`config.mk`:
```
export PLATFORM = sky130hd
export DESIGN_NAME = amas_top
export DESIGN_NICKNAME = d
export VERILOG_FILES = /design/src/design/amas_pkg.sv /design/src/design/amas_top.sv
export VERILOG_INCLUDE_DIRS = /design/src /design/src/design
export SDC_FILE = /design/constraint.sdc
export NUM_CORES = 1
export LEC_CHECK = 0
export BUFFER_PORTS_ARGS = -buffer_cell sky130_fd_sc_hd__buf_2
export CELL_PAD_IN_SITES_DETAIL_PLACEMENT = 1
export CELL_PAD_IN_SITES_GLOBAL_PLACEMENT = 1
export CORE_UTILIZATION = 52
export CTS_CLUSTER_SIZE = 8
export DETAILED_ROUTE_END_ITERATION = 10
export PLACE_DENSITY = 0.85
export SLEW_MARGIN = 20
export SYNTH_ARGS = -nofsm -noshare
export SYNTH_HDL_FRONTEND = slang
export SYNTH_SLANG_ARGS = --single-unit
```
`constraint.sdc`:
```
create_clock -name CLOCK_IN -period 4.8 [get_ports CLOCK_IN]
set_clock_uncertainty 0.05 [all_clocks]
set_input_delay 0.24 -clock CLOCK_IN [delete_from_list [all_inputs] [get_ports CLOCK_IN]]
set_output_delay 0.24 -clock CLOCK_IN [all_outputs]
set_load 0.03 [all_outputs]
```
`src/design/amas_defs.svh`:
```
`ifndef AMAS_DEFS_SVH
`define AMAS_DEFS_SVH
// Clock and timing
`define AMAS_CLK_MHZ 10
`define AMAS_SETTLE_NS 3000
`define AMAS_HOLD_NS 2000
`define AMAS_SETTLE_CYC ((`AMAS_SETTLE_NS * `AMAS_CLK_MHZ + 999) / 1000)
`define AMAS_HOLD_CYC ((`AMAS_HOLD_NS * `AMAS_CLK_MHZ + 999) / 1000)
// Register byte offsets
`define AMAS_OFS_CTRL 6'h00
`define AMAS_OFS_STATUS 6'h04
`define AMAS_OFS_AVG 6'h08
`define AMAS_OFS_TOTAL 6'h0C
`define AMAS_OFS_PTR 6'h10
`define AMAS_OFS_RESULT 6'h14
`define AMAS_OFS_TABLE 6'h20
// Control fields
`define AMAS_CTRL_RUN 0
`define AMAS_CTRL_INIT 1
// Status fields
`define AMAS_STAT_CARRY 8
// Data table layout
`define AMAS_TBL_BASE 16'h0000
`define AMAS_TBL_STEP 16'h0002
`define AMAS_TBL_LAST 16'h0010
// Sequencer status values
`define AMAS_SEQ_IDLE 8'h00
`define AMAS_SEQ_RUN 8'h01
// Shift count for divide by 8
`define AMAS_SHIFTS 2'h3
`endif

```
`src/design/amas_pkg.sv`:
```
package amas_pkg;

  typedef enum logic [4:0] {
    AMAS_IDLE,
    AMAS_CLR_TIMER,
    AMAS_SET_EN,
    AMAS_WAIT_SETTLE,
    AMAS_CLR_DONE,
    AMAS_SET_START,
    AMAS_WAIT_HOLD,
    AMAS_POLL_DONE,
    AMAS_CLR_DONE2,
    AMAS_READ_RESULT,
    AMAS_DISABLE,
    AMAS_FETCH_OLD,
    AMAS_SUB_OLD,
    AMAS_ADD_NEW,
    AMAS_COPY_TOTAL,
    AMAS_SHIFT,
    AMAS_STORE_AVG,
    AMAS_STORE_TABLE,
    AMAS_ADVANCE,
    AMAS_COMPARE,
    AMAS_BRANCH,
    AMAS_RELOAD,
    AMAS_TERMINATE
  } amas_state_t;

  typedef struct packed {
    amas_state_t st;
    logic [7:0] seq_status;
    logic carry;
    logic [7:0] wait_cnt;
    logic [1:0] shift_cnt;
    logic [15:0] result;
    logic [15:0] oldest;
    logic [15:0] total;
    logic [15:0] scratch;
    logic [15:0] average;
    logic [15:0] ptr;
    logic [7:0][15:0] tbl;
    logic enable;
    logic conv_en;
    logic conv_start;
    logic done_clr;
    logic timer_clr;
    logic ack;
    logic [31:0] rdata;
  } amas_state_s_t;

endpackage

```
`src/design/amas_top.sv`:
```
// Local design decisions: the Avalon-MM interface to the registers and the register offsets.
`timescale 1ns/100ps
`include "amas_defs.svh"
// Functional notes
// - Each timer event starts one averaging run while the CTRL run bit is set
// - Clear timer flag, enable converter, wait 3us
// - Clear done, start, wait 2us, poll done
// - Clear done again, read 16-bit result
// - Disable converter after reading result
// - Total holds sum of last 8 results
// - Fetch oldest sample at table pointer first
// - Subtract oldest then add newest to total
// - Copy total, shift right three times
// - Store average every run
// - Overwrite oldest table entry with newest
// - Advance pointer by one word step
// - Borrow on compare goes straight to termination
// - No borrow reloads pointer, then terminates
// - Termination stops until next trigger
// - Termination clears sequencer status to 00H
// - Shift inserts 0 at bit 15, bit0 to carry
// - Subtract and compare set carry on borrow
module amas_top (
  input wire logic CLOCK_IN,
  input wire logic RESET_N_IN,
  input wire logic [5:0] AVS_ADDRESS_IN,
  input wire logic AVS_READ_IN,
  input wire logic AVS_WRITE_IN,
  input wire logic [31:0] AVS_WRITEDATA_IN,
  input wire logic [3:0] AVS_BYTEENABLE_IN,
  output logic [31:0] AVS_READDATA_OUT,
  output logic AVS_WAITREQUEST_OUT,
  input wire logic TIMER_FLAG_IN,
  output logic TIMER_FLAG_CLR_OUT,
  output logic CONV_ENABLE_OUT,
  output logic CONV_START_OUT,
  input wire logic CONV_DONE_IN,
  output logic CONV_DONE_CLR_OUT,
  input wire logic [15:0] CONV_RESULT_IN,
  output logic [15:0] AVERAGE_OUT,
  output logic BUSY_OUT
);
  import amas_pkg::*;

  amas_state_s_t s;
  amas_state_s_t n;
  logic req;
  logic init_req;
  logic [2:0] tbl_idx;
  logic [31:0] rd_mux;
  logic [16:0] diff;
  logic [16:0] sum;

  ////////////////////////////////////////////////////////////////////////////
  // Bus decode and read mux

  assign req = AVS_READ_IN | AVS_WRITE_IN;
  assign AVS_WAITREQUEST_OUT = req & ~s.ack;
  assign tbl_idx = s.ptr[3:1];

  always_comb begin
    rd_mux = 32'h00000000;
    if (AVS_ADDRESS_IN[5]) begin
      rd_mux = {16'h0000, s.tbl[AVS_ADDRESS_IN[4:2]]};
    end else begin
      case (AVS_ADDRESS_IN)
        `AMAS_OFS_CTRL: rd_mux = {31'h00000000, s.enable};
        `AMAS_OFS_STATUS: rd_mux = {23'h000000, s.carry, s.seq_status};
        `AMAS_OFS_AVG: rd_mux = {16'h0000, s.average};
        `AMAS_OFS_TOTAL: rd_mux = {16'h0000, s.total};
        `AMAS_OFS_PTR: rd_mux = {16'h0000, s.ptr};
        `AMAS_OFS_RESULT: rd_mux = {16'h0000, s.result};
        default: rd_mux = 32'h00000000;
      endcase
    end
  end

  ////////////////////////////////////////////////////////////////////////////
  // Next state

  always_comb begin
    n = s;
    n.timer_clr = 1'b0;
    n.done_clr = 1'b0;
    init_req = 1'b0;
    diff = 17'h00000;
    sum = 17'h00000;
    n.ack = req & ~s.ack;
    if (AVS_READ_IN & ~s.ack) begin
      n.rdata = rd_mux;
    end
    if (AVS_WRITE_IN & s.ack & (AVS_ADDRESS_IN == `AMAS_OFS_CTRL)
        & AVS_BYTEENABLE_IN[0]) begin
      n.enable = AVS_WRITEDATA_IN[`AMAS_CTRL_RUN];
      init_req = AVS_WRITEDATA_IN[`AMAS_CTRL_INIT];
    end
    case (s.st)
      AMAS_IDLE: begin
        if (init_req) begin
          n.ptr = `AMAS_TBL_BASE;
          n.total = 16'h0000;
          n.tbl = '0;
        end else if (s.enable & TIMER_FLAG_IN) begin
          n.seq_status = `AMAS_SEQ_RUN;
          n.st = AMAS_CLR_TIMER;
        end
      end
      AMAS_CLR_TIMER: begin
        n.timer_clr = 1'b1;
        n.st = AMAS_SET_EN;
      end
      AMAS_SET_EN: begin
        n.conv_en = 1'b1;
        n.wait_cnt = 8'(`AMAS_SETTLE_CYC - 1);
        n.st = AMAS_WAIT_SETTLE;
      end
      AMAS_WAIT_SETTLE: begin
        if (s.wait_cnt == 8'h00) begin
          n.st = AMAS_CLR_DONE;
        end else begin
          n.wait_cnt = s.wait_cnt - 8'h01;
        end
      end
      AMAS_CLR_DONE: begin
        n.done_clr = 1'b1;
        n.st = AMAS_SET_START;
      end
      AMAS_SET_START: begin
        n.conv_start = 1'b1;
        n.wait_cnt = 8'(`AMAS_HOLD_CYC - 1);
        n.st = AMAS_WAIT_HOLD;
      end
      AMAS_WAIT_HOLD: begin
        if (s.wait_cnt == 8'h00) begin
          n.st = AMAS_POLL_DONE;
        end else begin
          n.wait_cnt = s.wait_cnt - 8'h01;
        end
      end
      AMAS_POLL_DONE: begin
        if (CONV_DONE_IN) begin
          n.conv_start = 1'b0;
          n.st = AMAS_CLR_DONE2;
        end
      end
      AMAS_CLR_DONE2: begin
        n.done_clr = 1'b1;
        n.st = AMAS_READ_RESULT;
      end
      AMAS_READ_RESULT: begin
        n.result = CONV_RESULT_IN;
        n.st = AMAS_DISABLE;
      end
      AMAS_DISABLE: begin
        n.conv_en = 1'b0;
        n.st = AMAS_FETCH_OLD;
      end
      AMAS_FETCH_OLD: begin
        n.oldest = s.tbl[tbl_idx];
        n.st = AMAS_SUB_OLD;
      end
      AMAS_SUB_OLD: begin
        diff = {1'b0, s.total} - {1'b0, s.oldest};
        n.total = diff[15:0];
        n.carry = diff[16];
        n.st = AMAS_ADD_NEW;
      end
      AMAS_ADD_NEW: begin
        sum = {1'b0, s.total} + {1'b0, s.result};
        n.total = sum[15:0];
        n.carry = sum[16];
        n.st = AMAS_COPY_TOTAL;
      end
      AMAS_COPY_TOTAL: begin
        n.scratch = s.total;
        n.shift_cnt = `AMAS_SHIFTS;
        n.st = AMAS_SHIFT;
      end
      AMAS_SHIFT: begin
        n.scratch = {1'b0, s.scratch[15:1]};
        n.carry = s.scratch[0];
        n.shift_cnt = s.shift_cnt - 2'h1;
        if (s.shift_cnt == 2'h1) begin
          n.st = AMAS_STORE_AVG;
        end
      end
      AMAS_STORE_AVG: begin
        n.average = s.scratch;
        n.st = AMAS_STORE_TABLE;
      end
      AMAS_STORE_TABLE: begin
        n.tbl[tbl_idx] = s.result;
        n.st = AMAS_ADVANCE;
      end
      AMAS_ADVANCE: begin
        sum = {1'b0, s.ptr} + {1'b0, `AMAS_TBL_STEP};
        n.ptr = sum[15:0];
        n.carry = sum[16];
        n.st = AMAS_COMPARE;
      end
      AMAS_COMPARE: begin
        diff = {1'b0, s.ptr} - {1'b0, `AMAS_TBL_LAST};
        n.carry = diff[16];
        n.st = AMAS_BRANCH;
      end
      AMAS_BRANCH: begin
        if (s.carry) begin
          n.st = AMAS_TERMINATE;
        end else begin
          n.st = AMAS_RELOAD;
        end
      end
      AMAS_RELOAD: begin
        n.ptr = `AMAS_TBL_BASE;
        n.st = AMAS_TERMINATE;
      end
      AMAS_TERMINATE: begin
        n.seq_status = `AMAS_SEQ_IDLE;
        n.st = AMAS_IDLE;
      end
      default: begin
        n.st = AMAS_IDLE;
      end
    endcase
  end

  ////////////////////////////////////////////////////////////////////////////
  // State register

  always_ff @(posedge CLOCK_IN or negedge RESET_N_IN) begin
    if (!RESET_N_IN) begin
      s <= '0;
    end else begin
      s <= n;
    end
  end

  ////////////////////////////////////////////////////////////////////////////
  // Outputs

  assign AVS_READDATA_OUT = s.rdata;
  assign TIMER_FLAG_CLR_OUT = s.timer_clr;
  assign CONV_ENABLE_OUT = s.conv_en;
  assign CONV_START_OUT = s.conv_start;
  assign CONV_DONE_CLR_OUT = s.done_clr;
  assign AVERAGE_OUT = s.average;
  assign BUSY_OUT = s.seq_status[0];

endmodule

```
Yosys cells after proc, flatten, opt, wreduce, memory -nomap -nowiden --
Cells that the tools add are included.
Cells by class: bitwise logic cells 8, div/mod/pow operators 0, mux-type cells 34, add/sub/neg operators 6, $lt $le $gt $ge 3, equality and inequality tests 36, reduce and logical (&&, ||, !) cells 22, shift-type cells 0, multiply operators 0
Operators with widths (count):
- case mux 128 bit (2 select lines) | 1
- two-way mux 144 bit | 1
- bitwise mux 128 bit | 1
- case mux 5 bit (22 select lines) | 1
- binary-select mux 16 bit (select 3 bit) | 2
- case mux 16 bit (3 select lines) | 2
- case mux 16 bit (6 select lines) | 1
- two-way mux 16 bit | 4
- demux 16 bit (select 3 bit) | 1
- == test 5 x 4 -> 1 bit, second input constant | 8
- == test 5 bit, second input constant | 7
- two-way mux 32 bit | 1
- case mux 16 bit (2 select lines) | 1
- two-way mux 13 bit | 2
- case mux 8 bit (3 select lines) | 1
- == test 5 x 3 -> 1 bit, second input constant | 4
- two-way mux 5 bit | 4
- adder 16 x 16 -> 17 bit | 1
- adder 16 x 2 -> 17 bit, second input constant | 1
- subtractor 16 x 16 -> 17 bit | 1
- subtractor 16 x 5 -> 17 bit, second input constant | 1
- != test 2 bit, second input constant | 8
- case mux 8 bit (2 select lines) | 1
- == test 6 x 4 -> 1 bit, second input constant | 2
- other kinds (29) | 52
Word-level totals: RAM bits 0, latch bits 0, bits in read-only memories 0, memories 0, bits of input ports 64, output and inout bits 54, flip-flop bits (word level) 286, logic and storage cells 135

Logic depth before layout (Yosys ltp) --
Gate-level depths: netlist of run 1.
depth in word-level cells 6, depth in mapped cells 9

Worst setup path before layout of run 1 --
Ideal clock, no wire load.
kind reg-to-reg, start register s[283] in the netlist's numbering, end register s[100] in the netlist's numbering, cell stages (with the launch flop) 9, slack 2.377 ns, clock period less this slack 2.423 ns, arrival 2.252 ns, data required time 4.629 ns, cells stage by stage dfrtp_1 > clkbuf_1 > or3b_2 > nor2_1 > nand2_1 > nor3_2 > nor2_1 > clkbuf_1 > a22o_1
On the way: cells in the longest elaborated chain, start to end 3, elaborated cells on any way between the ends 6, those cells by class eq/ne (2); mux (1); reduce/logical (3)
RTL lines:
- from (decl) | line amas_top.sv:45 | amas_state_s_t s;
- from (signal assigned) | line amas_top.sv:234 | s <= n;
- == test 5 bit / logical NOT 5 bit (equally long branches) | line amas_top.sv:97 | case (s.st)
- nonzero test 2 bit (no line) / != test 2 bit (equally long branches)
- AND reduction 2 bit (no line)
Parallel ways exist; a longest one is shown, timed or not. A chain may end at the register's enable or synchronous reset.

Worst setup path in the final report of run 1 --
start register s[284] in the netlist's numbering, end register s[150] in the netlist's numbering
Same word-level chain as after synthesis.

==> run summary, run 1 <==
Total Wirelength = 51050 um
Core Box Area = 27100 um^2
Area contributors post-synth = dfrtp_1 46%, a22o_1 7.9%, mux4_2 5.0%
pre-CTS setup slack = 1.821 ns
Yosys top cell by area = dfrtp_1
simple-gate share of the synthesized area = 11.12%
Synth Instances = 1393
share of layout cells above drive strength 1 = 16.12%
final setup fails = 0
asr flop ratio synth = 100.0%
register area share after synthesis = 45.51%
WP data arrival = 3.51 ns
startpoint class of the critical path = register
Worst EP required = 5.16 ns
top_reg_cell synth = dfrtp_1
Max-Cap Viols = 0
GRT Overall Usage = 36.67%
initial antenna violation count = 1
Synth Area in XOR/XNOR = 2.249%
Worst Path Max Fanout = 17
Synth top area share = 45.51%
status = finished clean
Area growth, synth to finish = 11.00%
Die Y = 168.5 um
fin worst setup slack = 1.650 ns
mean post-synth cell area = 10.34 um^2
clk slew on worst S/H paths = 0.05 ns
Slew Viols, Final = 0
CP Launch Point = s[284]
Slew @ Worst Pin = 1.224 ns
multiplexer share of the synthesized area = 10.18%
slew margin rel. = 18.29%
post-CTS setup buffers = 0
final hold viol count = 0
leakage = 7.299 nW
dpl hpwl = 32430 um
GP Congestion = 0.9338
worst ir drop on vdd = 287.7 uV
drt wl/cell = 28.57 um
TritonCTS Buffers = 38
Clock Tree Buf Depth = 3
Post-route DRC = 0
Synth Area in Adders = 3.404%
via/cell ratio = 6.923
DR iter-0 viols = 1356
min-delay src = AVS_BYTEENABLE_IN[0]
largest net degree at the start of global routing = 113
Yosys reg bits = 262
RSZ-0062 raised after global routing = false
Rows = 60
Top Ports = 118
DR vias = 12371
antenna-violating nets left = 0
worst min-delay path class = input port to register
Critical Setup Path Class = register to register
DIE AREA = 28380 um^2
Mapped Area = 14410 um^2
fin nets = 1514
power after layout = 9.628 mW
Final Cycle Share = 65.62%
Compound-Gate Fraction of Synth Area = 21.49%
H-tree levels = 2
synth unique cells = 67
CTS tree = built
Sink Count = 262
starting density of the core = 53.16%
worst reg-to-reg setup slack = 1.65 ns
Ys Warns = 0
pwr dens = 602.0 nW/um^2
DRT Pass-1 Iters = 6
Die Width = 168.5 um
origin of the critical flop-to-flop path = s[284]
clk_lat worst skew = 0.53 ns
Final min period = 3.150 ns
number of I/O port buffers = 68
post-route setup TNS = 0 ns
Root Buffer Master = clkbuf_16
FILL cells = 2831
grt ovf = 0
EDFF count, synth = 0
fmax = 0.3175 GHz
first-pass GRT wire length = 78780 um
largest family of logic cells by synthesized area = compound AO/OA/AOI/OAI gates
vias in the first global route = 12973
CP endpoint kind = register
-- flip-flops by register name, summed over array words and instances (netlist names) --
name / cells
s: 225
CONV_START_OUT: 1
CONV_ENABLE_OUT: 1
BUSY_OUT: 1
CONV_DONE_CLR_OUT: 1
TIMER_FLAG_CLR_OUT: 1
AVERAGE_OUT: 16
AVS_READDATA_OUT: 16
-- metal layers --
| metal | vias to the layer above | global-route usage, % | share of wire (%) |
|---|---|---|---|
| met5 | - | 0 | 0.027 |
| met4 | 2 | 17.71 | 4.7 |
| met3 | 180 | 8.744 | 9.5 |
| met2 | 725 | 58.87 | 47 |
| met1 | 6297 | 46.89 | 39 |
| li1 | 5167 | - | - |
-- critical path, cell delays in order, from the launching register on --
cell,delay [ns]
dfrtp_1,0.60
or3b_2,0.63
nor2_1,0.45
nand2_1,0.19
nor2_1,0.17
buf_4,0.35
nor2_2,0.31
a22o_1,0.28
-- area by class of cell --
class	instances	area (um^2)	share of cell area, %
sequential	262	6556	41.00
multi-input combinational	964	7089	44.33
timing repair buffer	114	760.7	4.757
inverter	32	120.1	0.7511
clock inverter	3	33.78	0.2112
antenna	1	2.502	0.01565
clock buffer	39	964.7	6.032
tap	372	465.4	2.910
-- kinds of logic (layout without fill, tap and decap cells) --
group           count (synthesis)  after routing
buf+inv                       182            188
simple gates                  343            343
mux                           102            102
compound gates                428            428
xor+xnor                       37             37
fa+ha+maj                      38             38
flops                         262            262
other cells                     1             17
-- metrics by stage --
step,hold slack (ns),utilization (%),area (um^2),instances
detailed placement,0.2756,54.54,14780,1723
global placement,0.2571,54.54,14780,1723
CTS,0.04203,59.00,15990,1786
finish,0.05316,59.01,15990,1787
floorplan,-0.1056,-,14460,1408
global route,0.08747,59.00,15990,1786
-- power by group --
part	switching (mW)	internal (mW)	total, mW
logic	2.25	1.50	3.75
clock network	0.960	1.41	2.37
registers	0.857	2.65	3.51
-- placed cells by master (no fill, tap or decap), types with 34 or more instances in the layout --
| master | count |
|---|---|
| nand2_1 | 128 |
| mux2_2 | 36 |
| buf_2 | 67 |
| o21ai_0 | 65 |
| nor2_1 | 86 |
| a21oi_1 | 69 |
| a22o_1 | 130 |
| dfrtp_1 | 262 |
| ha_1 | 36 |
| clkbuf_16 | 38 |
| mux2i_1 | 34 |
| a22oi_1 | 63 |
-- cells in the mapped netlist (17+ instances only) --
| cell type | instances |
|---|---|
| xnor2_1 | 20 |
| xor2_1 | 17 |
| mux2_2 | 36 |
| a22oi_1 | 63 |
| inv_1 | 31 |
| dfrtp_1 | 262 |
| nor3_1 | 17 |
| nor2_1 | 93 |
| nand4_1 | 20 |
| ha_1 | 36 |
| nand2_1 | 128 |
| a221oi_1 | 18 |
| mux2i_1 | 34 |
| clkbuf_1 | 90 |
| a22o_1 | 130 |
| a21oi_1 | 69 |
| o21ai_0 | 65 |
| mux4_2 | 32 |
| buf_4 | 48 |
-- path summary, 6_finish.rpt --
kind	to	depth (start not counted)
worst max-delay path	s[150]	7
worst min-delay path	s[37]	3
worst max register to register	s[150]	7
worst min register to register	CONV_START_OUT	1
max in group asynchronous	s[270]	3
min in group asynchronous	s[200]	2
-- timing repair --
action | CTS | global route
hold buffers | 21 | 0
endpoints found under the hold margin | 114 | 0
gates resized for setup | 0 | 0
Note: power is estimated with default switching activity, not from simulation.
==> inputs of run 2 (changes only) <==
--- a/config.mk
+++ b/config.mk
@@ -9,10 +9,10 @@
 export BUFFER_PORTS_ARGS = -buffer_cell sky130_fd_sc_hd__buf_2
 export CELL_PAD_IN_SITES_DETAIL_PLACEMENT = 1
 export CELL_PAD_IN_SITES_GLOBAL_PLACEMENT = 1
-export CORE_UTILIZATION = 52
+export CORE_UTILIZATION = 43
 export CTS_CLUSTER_SIZE = 8
 export DETAILED_ROUTE_END_ITERATION = 10
-export PLACE_DENSITY = 0.85
+export PLACE_DENSITY = 0.75
 export SLEW_MARGIN = 20
 export SYNTH_ARGS = -nofsm -noshare
 export SYNTH_HDL_FRONTEND = slang
==> constraint.sdc (replaced) <==
create_clock -name CLOCK_IN -period 2.82 [get_ports CLOCK_IN]
set_clock_uncertainty 0.05 [all_clocks]
set_input_delay 0.141 -clock CLOCK_IN [delete_from_list [all_inputs] [get_ports CLOCK_IN]]
set_output_delay 0.141 -clock CLOCK_IN [all_outputs]
set_load 0.03 [all_outputs]
==> run summary, run 2 (synthesis gave the netlist of run 1 again) <==
worst ir drop on vdd = 540.8 uV
Final min period = 2.657 ns
H-tree levels = 2
dpl hpwl = 34490 um
slew margin rel. = 34.00%
Critical Setup Path Class = register to register
most frequent cells in the layout = 261 x dfrtp_1, 130 x a22o_1, 128 x nand2_1, 93 x nor2_1, 73 x buf_4
pre-CTS setup slack = 0.1591 ns
Top Ports = 118
worst min-delay path class = input port to register
fin worst setup slack = 0.1628 ns
final hold viol count = 0
grt ovf = 0
startpoint class of the critical path = register
Rows = 66
pwr dens = 1032 nW/um^2
Final Cycle Share = 94.23%
Worst EP required = 3.16 ns
antenna-violating nets left = 0
Area growth, synth to finish = 15.08%
Most flops, register = s
GP Congestion = 0.9625
Post-route DRC = 0
Clock Tree Buf Depth = 3
final setup fails = 0
number of I/O port buffers = 68
Die Y = 185.0 um
first-pass GRT wire length = 79150 um
Core Box Area = 32780 um^2
DR iter-0 viols = 1032
reg2reg path depth = 10
CTS tree = built
worst reg-to-reg setup slack = 0.16 ns
clk_lat worst skew = 0.55 ns
FILL cells = 3577
post-route setup TNS = 0 ns
origin of the critical flop-to-flop path = s[214]
Worst Path Max Fanout = 4
largest net degree at the start of global routing = 80
Slew Viols, Final = 0
initial antenna violation count = 0
Die Width = 185.0 um
DR vias = 12399
status = finished clean
fin nets = 1566
WP data arrival = 3.00 ns
hold endpoint = BUSY_OUT
share of layout cells above drive strength 1 = 18.86%
CP endpoint kind = register
Root Buffer Master = clkbuf_16
reg-to-reg endpoint = s[228]
drt wl/cell = 26.88 um
DRT Pass-1 Iters = 5
fmax = 0.3763 GHz
clk slew on worst S/H paths = 0.05 ns
max reg flops = 225
TritonCTS Buffers = 39
DIE AREA = 34240 um^2
post-CTS setup buffers = 0
hold path depth = 4
leakage = 7.597 nW
Sink Count = 262
ant diodes = 0
vias in the first global route = 12945
starting density of the core = 43.95%
Slew @ Worst Pin = 0.9864 ns
RSZ-0062 raised after global routing = false
commonest non-fill, non-tap cell in the layout = dfrtp_1
GRT Overall Usage = 30.93%
min-delay src = TIMER_FLAG_IN
via/cell ratio = 6.488
Total Wirelength = 51360 um
Max-Cap Viols = 0
[run 2: worst max-delay path by stage]
stage / start / endpoint / slack (ns) / depth (start not counted)
2_1_floorplan: s[283] / s[100] / 0.40 / 8
3_3_place_gp: AVS_ADDRESS_IN[2] / s[221] / 0.20 / 8
3_5_place_dp: s[215] / s[228] / 0.16 / 9
4_1_cts: s[214] / s[228] / 0.17 / 10
5_1_grt: s[214] / s[228] / 0.02 / 10
6_report: s[214] / s[228] / 0.16 / 10
[run 2: stage by stage]
| step | hold WS [ns] | util (%) | total power, mW | std cells | instance area, um^2 |
|---|---|---|---|---|---|
| after global placement | 0.1302 | 46.53 | 12.33 | 1843 | 15250 |
| after floorplan | -0.2046 | - | 10.19 | 1408 | 14460 |
| final | 0.07629 | 50.57 | 17.11 | 1911 | 16580 |
| after global routing | 0.07104 | 50.57 | 17.99 | 1911 | 16580 |
| after CTS | 0.05936 | 50.56 | 17.02 | 1911 | 16570 |
| after detailed placement | 0.1336 | 46.53 | 12.58 | 1843 | 15250 |
[run 2: power by group]
group          switching (mW)  internal (mW)  leakage [nW]
logic                    4.59           2.83          3.65
registers               0.827           4.53          3.41
clock network            1.71           2.63         0.540
[run 2: layout make-up]
| class | instances | area (um^2) | area share [%] |
|---|---|---|---|
| repair buffers | 165 | 1174 | 7.079 |
| well taps | 442 | 553.0 | 3.336 |
| flip-flops and latches | 262 | 6558 | 39.55 |
| clock buffers | 42 | 1017 | 6.135 |
| inverters | 32 | 120.1 | 0.7245 |
| multi-input cells | 964 | 7076 | 42.68 |
| clock inverters | 4 | 82.58 | 0.4981 |
[run 2: routing by layer]
metal	global-route usage (%)	part of all wire [%]	vias to the layer above	wire length (um)
li1	-	-	5265	-
met3	4.738	7.0	121	3575
met4	11.40	3.6	0	1832
met2	51.95	48	568	24690
met5	0	0	-	0
met1	40.28	41	6445	21260
[run 2: worst max-delay path, cell delays in order (launching register included)]
cell and delay [ns]:
dfrtp_1 0.41, ha_1 0.25, inv_1 0.07, fa_1 0.39, nand2b_1 0.23, a21oi_2 0.20, o311ai_0 0.19, buf_4 0.19
o211ai_1 0.22, xnor2_1 0.18, o221ai_1 0.13
[run 2: timing repair]
action | CTS | global route
resized for setup | 0 | 2
endpoints found under the setup margin | 0 | 1
hold endpoints to repair | 92 | 0
hold buffers | 22 | 0
==> inputs of run 3 (changes only) <==
--- a/config.mk
+++ b/config.mk
@@ -6,7 +6,7 @@
 export SDC_FILE = /design/constraint.sdc
 export NUM_CORES = 1
 export LEC_CHECK = 0
-export BUFFER_PORTS_ARGS = -buffer_cell sky130_fd_sc_hd__buf_2
+export BUFFER_PORTS_ARGS = -buffer_cell sky130_fd_sc_hd__clkbuf_2
 export CELL_PAD_IN_SITES_DETAIL_PLACEMENT = 1
 export CELL_PAD_IN_SITES_GLOBAL_PLACEMENT = 1
 export CORE_UTILIZATION = 43
==> run summary, run 3 (synthesis gave the netlist of run 1 again) <==
status = finished clean
first-pass GRT wire length = 78890 um
DRT Pass-1 Iters = 5
ant diodes = 0
DIE AREA = 34240 um^2
Slew Viols, Final = 0
Sink Count = 262
origin of the critical flop-to-flop path = s[214]
DR vias = 12404
grt ovf = 0
hold path depth = 4
Die Y = 185.0 um
Final Cycle Share = 94.44%
GRT Overall Usage = 30.92%
Root Buffer Master = clkbuf_16
fmax = 0.3755 GHz
Core Box Area = 32780 um^2
startpoint class of the critical path = register
DR iter-0 viols = 1151
Final min period = 2.663 ns
pre-CTS setup slack = 0.2170 ns
Rows = 66
dpl hpwl = 34080 um
CP Launch Point = s[214]
commonest non-fill, non-tap cell in the layout = dfrtp_1
slew margin rel. = 26.48%
leakage = 7.585 nW
via/cell ratio = 6.491
Most flops, register = s
GP Congestion = 0.9283
drt wl/cell = 26.92 um
Top Ports = 118
Post-route DRC = 0
most frequent cells in the layout = 262 x dfrtp_1, 130 x a22o_1, 128 x nand2_1, 92 x nor2_1, 71 x buf_4
Worst Path Max Fanout = 4
CTS resizes = 0
CP endpoint kind = register
reg-to-reg endpoint = s[228]
max reg flops = 225
fin worst setup slack = 0.1567 ns
antenna-violating nets left = 0
Final Util = 50.48%
RSZ-0062 raised after global routing = false
pwr dens = 1020 nW/um^2
min-delay src = TIMER_FLAG_IN
hold endpoint = BUSY_OUT
Total Wirelength = 51450 um
post-route setup TNS = 0 ns
final hold viol count = 0
vias in the first global route = 12763
clk_lat worst skew = 0.54 ns
Max-Cap Viols = 0
H-tree levels = 2
worst ir drop on vdd = 492.7 uV
Area growth, synth to finish = 14.86%
number of I/O port buffers = 68
starting density of the core = 43.95%
worst min-delay path class = input port to register
final setup fails = 0
Slew @ Worst Pin = 1.098 ns
reg2reg path depth = 10
Critical Setup Path Class = register to register
post-CTS setup buffers = 0
clk slew on worst S/H paths = 0.06 ns
share of layout cells above drive strength 1 = 18.58%
largest net degree at the start of global routing = 70
WP data arrival = 2.99 ns
CTS tree = built
TritonCTS Buffers = 39
initial antenna violation count = 0
FILL cells = 3576
Clock Tree Buf Depth = 3
fin nets = 1566
worst reg-to-reg setup slack = 0.16 ns
Worst EP required = 3.14 ns
Die Width = 185.0 um
## run 3: cell count changes in the layout (fill, tap and decap cells not counted), sizes merged
| cell | delta |
|---|---|
| buf | -67 |
| clkbuf | +67 |
| bufinv | -1 |
| dlygate4sd3 | +1 |
## run 3: how the worst max path moves through the flow
stage,end,slack [ns],cells after the start
final,s[228],0.16,10
after global placement,s[228],0.28,10
after detailed placement,s[228],0.22,10
after CTS,s[228],0.20,10
after global routing,s[228],0.06,10
after floorplan,s[100],0.40,8
## run 3: area by class of cell
cell class	count	area [um^2]	area share, %
clock buffers	43	1022	6.177
clock inverters	3	33.78	0.2041
inverters	32	120.1	0.7258
multi-input cells	964	7074	42.75
flip-flops and latches	262	6556	39.62
well taps	442	553.0	3.342
repair buffers	165	1189	7.183
## run 3: layer usage
layer | GRT usage [%] | vias up | share of wire (%)
met5 | 0.1481 | - | 0
met4 | 13.88 | 0 | 4.3
met3 | 5.505 | 138 | 7.8
met2 | 49.64 | 627 | 47
met1 | 40.74 | 6382 | 41
li1 | - | 5257 | -
## run 3: stage by stage
step / power [mW] / std cells / hold WS (ns) / area [um^2]
final: 16.87 / 1911 / 0.08747 / 16550
after global routing: 17.76 / 1911 / 0.1274 / 16550
after CTS: 16.77 / 1911 / 0.07937 / 16550
after detailed placement: 12.43 / 1842 / 0.1062 / 15260
after global placement: 12.26 / 1842 / 0.1035 / 15260
after floorplan: 10.19 / 1408 / -0.2046 / 14460
## run 3: worst max-delay path, stage by stage, from the launching register on
cell      delay [ns]
dfrtp_1         0.40
ha_1            0.30
inv_1           0.08
fa_1            0.40
nand2b_1        0.20
a21oi_1         0.23
o311ai_0        0.17
buf_4           0.17
o211ai_1        0.22
xnor2_1         0.15
o221ai_1        0.13
## run 3: repair_timing
item,CTS,global route
setup endpoints to repair,0,0
hold buffers,23,0
hold endpoints to repair,84,0
## run 3: power by group
part	leakage [nW]	switching, mW	total (mW)	internal (mW)
combinational	3.66	4.39	7.18	2.79
sequential	3.41	0.935	5.46	4.53
clock	0.518	1.69	4.23	2.53
total	7.58	7.02	16.9	9.85
